**config.mk**
```make
export PLATFORM = sky130hd
export DESIGN_NAME = set_reset_toggle_relay
export DESIGN_NICKNAME = d
export VERILOG_FILES = /design/src/relay_pkg.sv /design/src/set_reset_toggle_relay.sv
export VERILOG_INCLUDE_DIRS = /design/src
export SDC_FILE = /design/constraint.sdc
export NUM_CORES = 1
export LEC_CHECK = 0
export BUFFER_PORTS_ARGS = -buffer_cell sky130_fd_sc_hd__buf_2
export CAP_MARGIN = 20
export CORE_AREA = 3 3 40 42
export DETAILED_ROUTE_END_ITERATION = 8
export DIE_AREA = 0 0 43 45
export GPL_TIMING_DRIVEN = 0
export PLACE_DENSITY_LB_ADDON = 0.25
export SYNTH_ARGS = -nofsm -noshare
export SYNTH_HDL_FRONTEND = slang
export SYNTH_SLANG_ARGS = --single-unit
```
**constraint.sdc**
```tcl
create_clock -name mclk -period 1.3 [get_ports mclk]
set_input_delay 0.13 -clock mclk [delete_from_list [all_inputs] [get_ports mclk]]
set_output_delay 0.13 -clock mclk [all_outputs]
set_load 0.01 [all_outputs]
```
**src/relay_defs.svh**
```systemverilog
`ifndef RELAY_DEFS_SVH
`define RELAY_DEFS_SVH

// output state after a cold start without retention
`define RELAY_INIT_STATE 1'h0
// variant selection codes
`define VARIANT_LATCH 2'h0
`define VARIANT_TOGGLE 2'h1
`define VARIANT_LEGACY 2'h2
// priority selection codes
`define PRIO_CLEAR_DOMINANT 1'h0
`define PRIO_FORCE_ON_DOMINANT 1'h1

`endif

```
**src/relay_pkg.sv**
```systemverilog
package relay_pkg;
  typedef enum logic [1:0] {
    var_latch,
    var_toggle,
    var_legacy
  } variant_t;
endpackage

```
**src/set_reset_toggle_relay.sv**
```systemverilog
// Operation
// - latch mode: set drives output high, stays high until clear
// - latch mode: set and clear together give low output
// - latch mode: no inputs active holds the previous output
// - with retention, latch and toggle output after power return equals pre-failure value
// - toggle mode: trigger rising edge inverts output when set and clear low
// - toggle mode: trigger ignored while set or clear high
// - toggle mode: set forces one unless dominant clear is high
// - toggle mode: clear forces zero unless dominant set is high
// - priority setting picks which of set or clear dominates in toggle mode
// - legacy toggle: no set, no priority; trigger toggles, clear turns off
// - legacy toggle: output zero at power-on and on clear
`timescale 1ns/1ns
`include "relay_defs.svh"

module set_reset_toggle_relay (
  // clock and power-on reset
  input wire logic mclk,
  input wire logic resetn,
  // configuration
  input wire logic [1:0] variant_sel,
  input wire logic force_on_dominant,
  input wire logic retain_en,
  input wire logic retained_state,
  // logic inputs
  input wire logic trigger,
  input wire logic set_in,
  input wire logic clear_in,
  // relay output
  output logic relay_out
);

  logic trig_q;
  logic state_q;
  logic state_d;
  logic restore_q;
  logic relay_out_q;

  wire relay_pkg::variant_t variant = relay_pkg::variant_t'(variant_sel);
  wire trig_rise = trigger & ~trig_q;
  wire idle_inputs = ~set_in & ~clear_in;
  // legacy variant has no set input and no priority option
  wire set_eff = (variant == relay_pkg::var_legacy) ? 1'h0 : set_in;
  wire clear_wins = (force_on_dominant == `PRIO_CLEAR_DOMINANT) | ~set_eff;
  wire set_wins = (force_on_dominant == `PRIO_FORCE_ON_DOMINANT) | ~clear_in;

  wire latch_next = clear_in ? 1'h0 : (set_in ? 1'h1 : state_q);
  wire toggle_next =
    (clear_in & clear_wins) ? 1'h0 :
    (set_eff & set_wins) ? 1'h1 :
    (trig_rise & ~set_eff & ~clear_in) ? ~state_q : state_q;
  wire legacy_next = clear_in ? 1'h0 : (trig_rise ? ~state_q : state_q);

  always_comb begin
    case (variant)
      relay_pkg::var_latch: state_d = latch_next;
      relay_pkg::var_toggle: state_d = toggle_next;
      relay_pkg::var_legacy: state_d = legacy_next;
      default: state_d = state_q;
    endcase
  end

  // restore happens on the first clock after release, since async reset takes constants only
  always_ff @(posedge mclk or negedge resetn) begin
    if (!resetn) begin
      restore_q <= 1'h1;
    end else begin
      restore_q <= 1'h0;
    end
  end

  always_ff @(posedge mclk or negedge resetn) begin
    if (!resetn) begin
      trig_q <= 1'h1; // a level already high at start is not an edge
    end else begin
      trig_q <= trigger;
    end
  end

  // legacy variant always starts cleared; the backed-up value is ignored there
  wire restore_val = retain_en & (variant != relay_pkg::var_legacy) & retained_state;

  always_ff @(posedge mclk or negedge resetn) begin
    if (!resetn) begin
      state_q <= `RELAY_INIT_STATE;
    end else if (restore_q) begin
      state_q <= restore_val;
    end else begin
      state_q <= state_d;
    end
  end

  always_ff @(posedge mclk or negedge resetn) begin
    if (!resetn) begin
      relay_out_q <= `RELAY_INIT_STATE;
    end else if (restore_q) begin
      relay_out_q <= restore_val;
    end else begin
      relay_out_q <= state_d;
    end
  end

  assign relay_out = relay_out_q;
endmodule

```
==> flow_summary.json <==
{
  "most_common_cell_after_layout_fill_and_taps_aside": "sky130_fd_sc_hd__buf_2",
  "worstPathRequired_ns": 1.46,
  "route.vias.total": 219,
  "crit_fanout": 2,
  "grt_pass1_wl_um": 821,
  "synth_area_um2": 214,
  "netlist-cell-type-count": 15,
  "final.min_clock_period_ns": 1.22,
  "total_leakage_power_nw": 0.167,
  "synth_warnings": 0,
  "timing.critical_path.from": "trigger",
  "setup_viol": 0,
  "wire_per_inst_um": 8.59,
  "synth_top_cell_by_area": "sky130_fd_sc_hd__dfstp_2",
  "timing.setup.critical_path_class": "input pin to flip-flop",
  "worst-endpoint-arrival_ns": 1.37,
  "timing.reg2reg.worst_path_depth": 4,
  "regToRegEndpoint": "state_q$_DFFE_PN0P_",
  "first_global_vias": 225,
  "drt_pre_antenna_iters": 1,
  "clock_group_share_of_total_power_pct": 48.8,
  "seq_power_share_pct": 32.1,
  "layout.nets": 55,
  "dominant_cells_by_area_after_synthesis": "sky130_fd_sc_hd__dfstp_2 25%, sky130_fd_sc_hd__ha_1 18%, sky130_fd_sc_hd__dfrtp_1 12%",
  "maxCapViolCount": 0,
  "worst_setup_path_end_kind": "flip-flop",
  "die-width_um": 43,
  "post-place-ws_ns": 0.00781,
  "timing.critical_path.to": "state_q$_DFFE_PN0P_",
  "timing.setup.tns_ns": 0,
  "switchingPower_w": 0.0000827,
  "postSynthCellCount": 25,
  "total_overflow_reported_by_the_global_router": 0,
  "n_diodes": 0,
  "number_of_antenna_violations_at_the_first_check_in_global_routing": 0,
  "floorplan.die.height_um": 45,
  "cts_root_buf": "sky130_fd_sc_hd__clkbuf_4",
  "synth.net_count": 38,
  "cts_post_setup_buffers_inserted": 0,
  "hold_class": "input pin to asynchronous set/reset pin",
  "rr_startpoint": "trig_q$_DFF_PN1_",
  "routed_wl_um": 481,
  "synth-seq-cells": 3,
  "swShare_pct": 24.8,
  "design.core.area_um2": 1280,
  "final_ant_viol_nets": 0,
  "finalCoreUtilization_pct": 25.6,
  "cts_sinks": 3,
  "p_comb_share_pct": 19.0,
  "drv_slew": 0,
  "max_freq_ghz": 0.822,
  "worst_ir_drop_vdd_v": 0.000424,
  "synth_top_cell_area_share_pct": 24.6,
  "grt_max_degree": 6,
  "status": "finished, final reports clean",
  "floorplan.initialDensity_pct": 16.7,
  "drt-initial-drc-count": 0,
  "floorplan.die_area_um2": 1940,
  "layout.cells.most_common_list": "10 x sky130_fd_sc_hd__buf_2, 4 x sky130_fd_sc_hd__inv_1, 3 x sky130_fd_sc_hd__o21ai_1, 3 x sky130_fd_sc_hd__ha_1, 3 x sky130_fd_sc_hd__clkbuf_4",
  "finalClockSkew_ns": 0.000255,
  "cts_tree": "built",
  "route.detailed.drc": 0,
  "synth_sequential_area_ratio_pct": 36.3,
  "hold_fails_final_rpt": 0,
  "fin_ws_ns": 0.0842,
  "io_pins": 11,
  "clock_insertion_delay_worst_skew_ns": 0.23,
  "p_int_w": 0.000251,
  "cellPowerDensity_nw_per_um2": 1020,
  "place_hpwl_um": 380,
  "finalWeightedCongestion": 0.708,
  "rsz0062_at_grt": "false",
  "reg2reg_slack_ns": 0.22,
  "flow.area_growth_from_synthesis_pct": 53.8,
  "port_buffers": 10,
  "syn_area_per_cell_um2": 8.56,
  "startpoint_type": "input pin",
  "viasPerCell": 3.91,
  "placement_rows": 13,
  "track_usage_pct": 6.09,
  "htreeDepth": 1,
  "clock_pin_slew_worst_setup_and_hold_paths_ns": 0.04,
  "numCtsBuffers": 3,
  "finalCritPeriodShare_pct": 93.5,
  "drive_gt1_share_pct": 36.6,
  "clk_buf_depth": 2
}
## layout make-up
type / count / area, um2
Clock buffer: 4 / 26.3
Timing Repair Buffer: 12 / 70.1
Fill cell: 140 / 956
Inverter: 4 / 15.0
Multi-Input combinational cell: 18 / 121
Tap cell: 15 / 18.8
Sequential cell: 3 / 77.6
## logic make-up (layout without fill, tap and decap cells)
kind of cell / count (synthesis) / in the layout / synth area share, %
AO/OA/AOI/OAI: 8 / 8 / 22.8
adder cells (fa/ha/maj): 3 / 3 / 17.5
buffers and inverters: 4 / 20 / 7.02
flip-flops: 3 / 3 / 36.3
other: 1 / 1 / 1.75
AND/OR/NAND/NOR: 6 / 6 / 14.6
## critical path, stage by stage
cell and delay (ns):
sky130_fd_sc_hd__dlygate4sd3_1 0.53, sky130_fd_sc_hd__buf_2 0.12, sky130_fd_sc_hd__nor2b_1 0.12, sky130_fd_sc_hd__o31ai_1 0.26
sky130_fd_sc_hd__a31oi_1 0.12, sky130_fd_sc_hd__o21ai_1 0.08
## state kept, by name, indices dropped and copies added, names as in the netlist
signal / flops
restore_q: 1
state_q: 1
trig_q: 1
## worst min-delay path by stage
| stage | endpoint | slack, ns | from |
|---|---|---|---|
| detailed placement | state_q$_DFFE_PN0P_ | -0.07 | resetn |
| floorplan | state_q$_DFFE_PN0P_ | -0.17 | resetn |
| finish | state_q$_DFFE_PN0P_ | 0.22 | resetn |
| global route | state_q$_DFFE_PN0P_ | 0.23 | resetn |
| CTS | state_q$_DFFE_PN0P_ | 0.21 | resetn |
| global placement | state_q$_DFFE_PN0P_ | -0.07 | resetn |
## power by group through the flow
stage          combinational [W]  sequential [W]  clock (W)
2_1_floorplan          0.0000314        0.000110          0
3_3_place_gp           0.0000607        0.000109          0
3_5_place_dp           0.0000605        0.000108          0
4_1_cts                0.0000652        0.000107   0.000175
5_1_grt                0.0000733        0.000108   0.000180
6_report               0.0000636        0.000107   0.000163
## routing by layer
metal	track usage, %	vias up	share of wire, %
li1	-	117	-
met1	5.81	91	40
met3	1.99	2	8.5
met4	7.23	0	4.0
met5	0	-	0
met2	9.58	9	47
## metrics by stage
| step | std cells | hold slack [ns] | power (W) | area, um2 |
|---|---|---|---|---|
| 5_1_grt | 56 | 0.227 | 0.000362 | 329 |
| 2_1_floorplan | 25 | -0.166 | 0.000141 | 214 |
| 3_3_place_gp | 50 | -0.0727 | 0.000169 | 283 |
| 4_1_cts | 56 | 0.209 | 0.000347 | 329 |
| 6_report | 56 | 0.223 | 0.000334 | 329 |
| 3_5_place_dp | 50 | -0.0730 | 0.000169 | 283 |
## timing repair
item / CTS / global route
resized for setup: 0 / 0
hold buffers: 2 / 0
setup endpoints to repair: 0 / 0
hold endpoints to repair: 4 / 0
## synth_stat cells
cell type,n
sky130_fd_sc_hd__ha_1,3
sky130_fd_sc_hd__a221o_1,1
sky130_fd_sc_hd__a31oi_1,1
sky130_fd_sc_hd__o21ai_1,3
sky130_fd_sc_hd__inv_1,4
sky130_fd_sc_hd__nor2_1,2
sky130_fd_sc_hd__nand4b_1,1
sky130_fd_sc_hd__nor3_1,1
sky130_fd_sc_hd__nor2b_1,1
sky130_fd_sc_hd__dfrtp_1,1
sky130_fd_sc_hd__conb_1,1
sky130_fd_sc_hd__o31ai_1,1
sky130_fd_sc_hd__a21oi_1,2
sky130_fd_sc_hd__dfstp_2,2
sky130_fd_sc_hd__nand2_1,1
No activity file was read; power rests on OpenSTA's default activity.
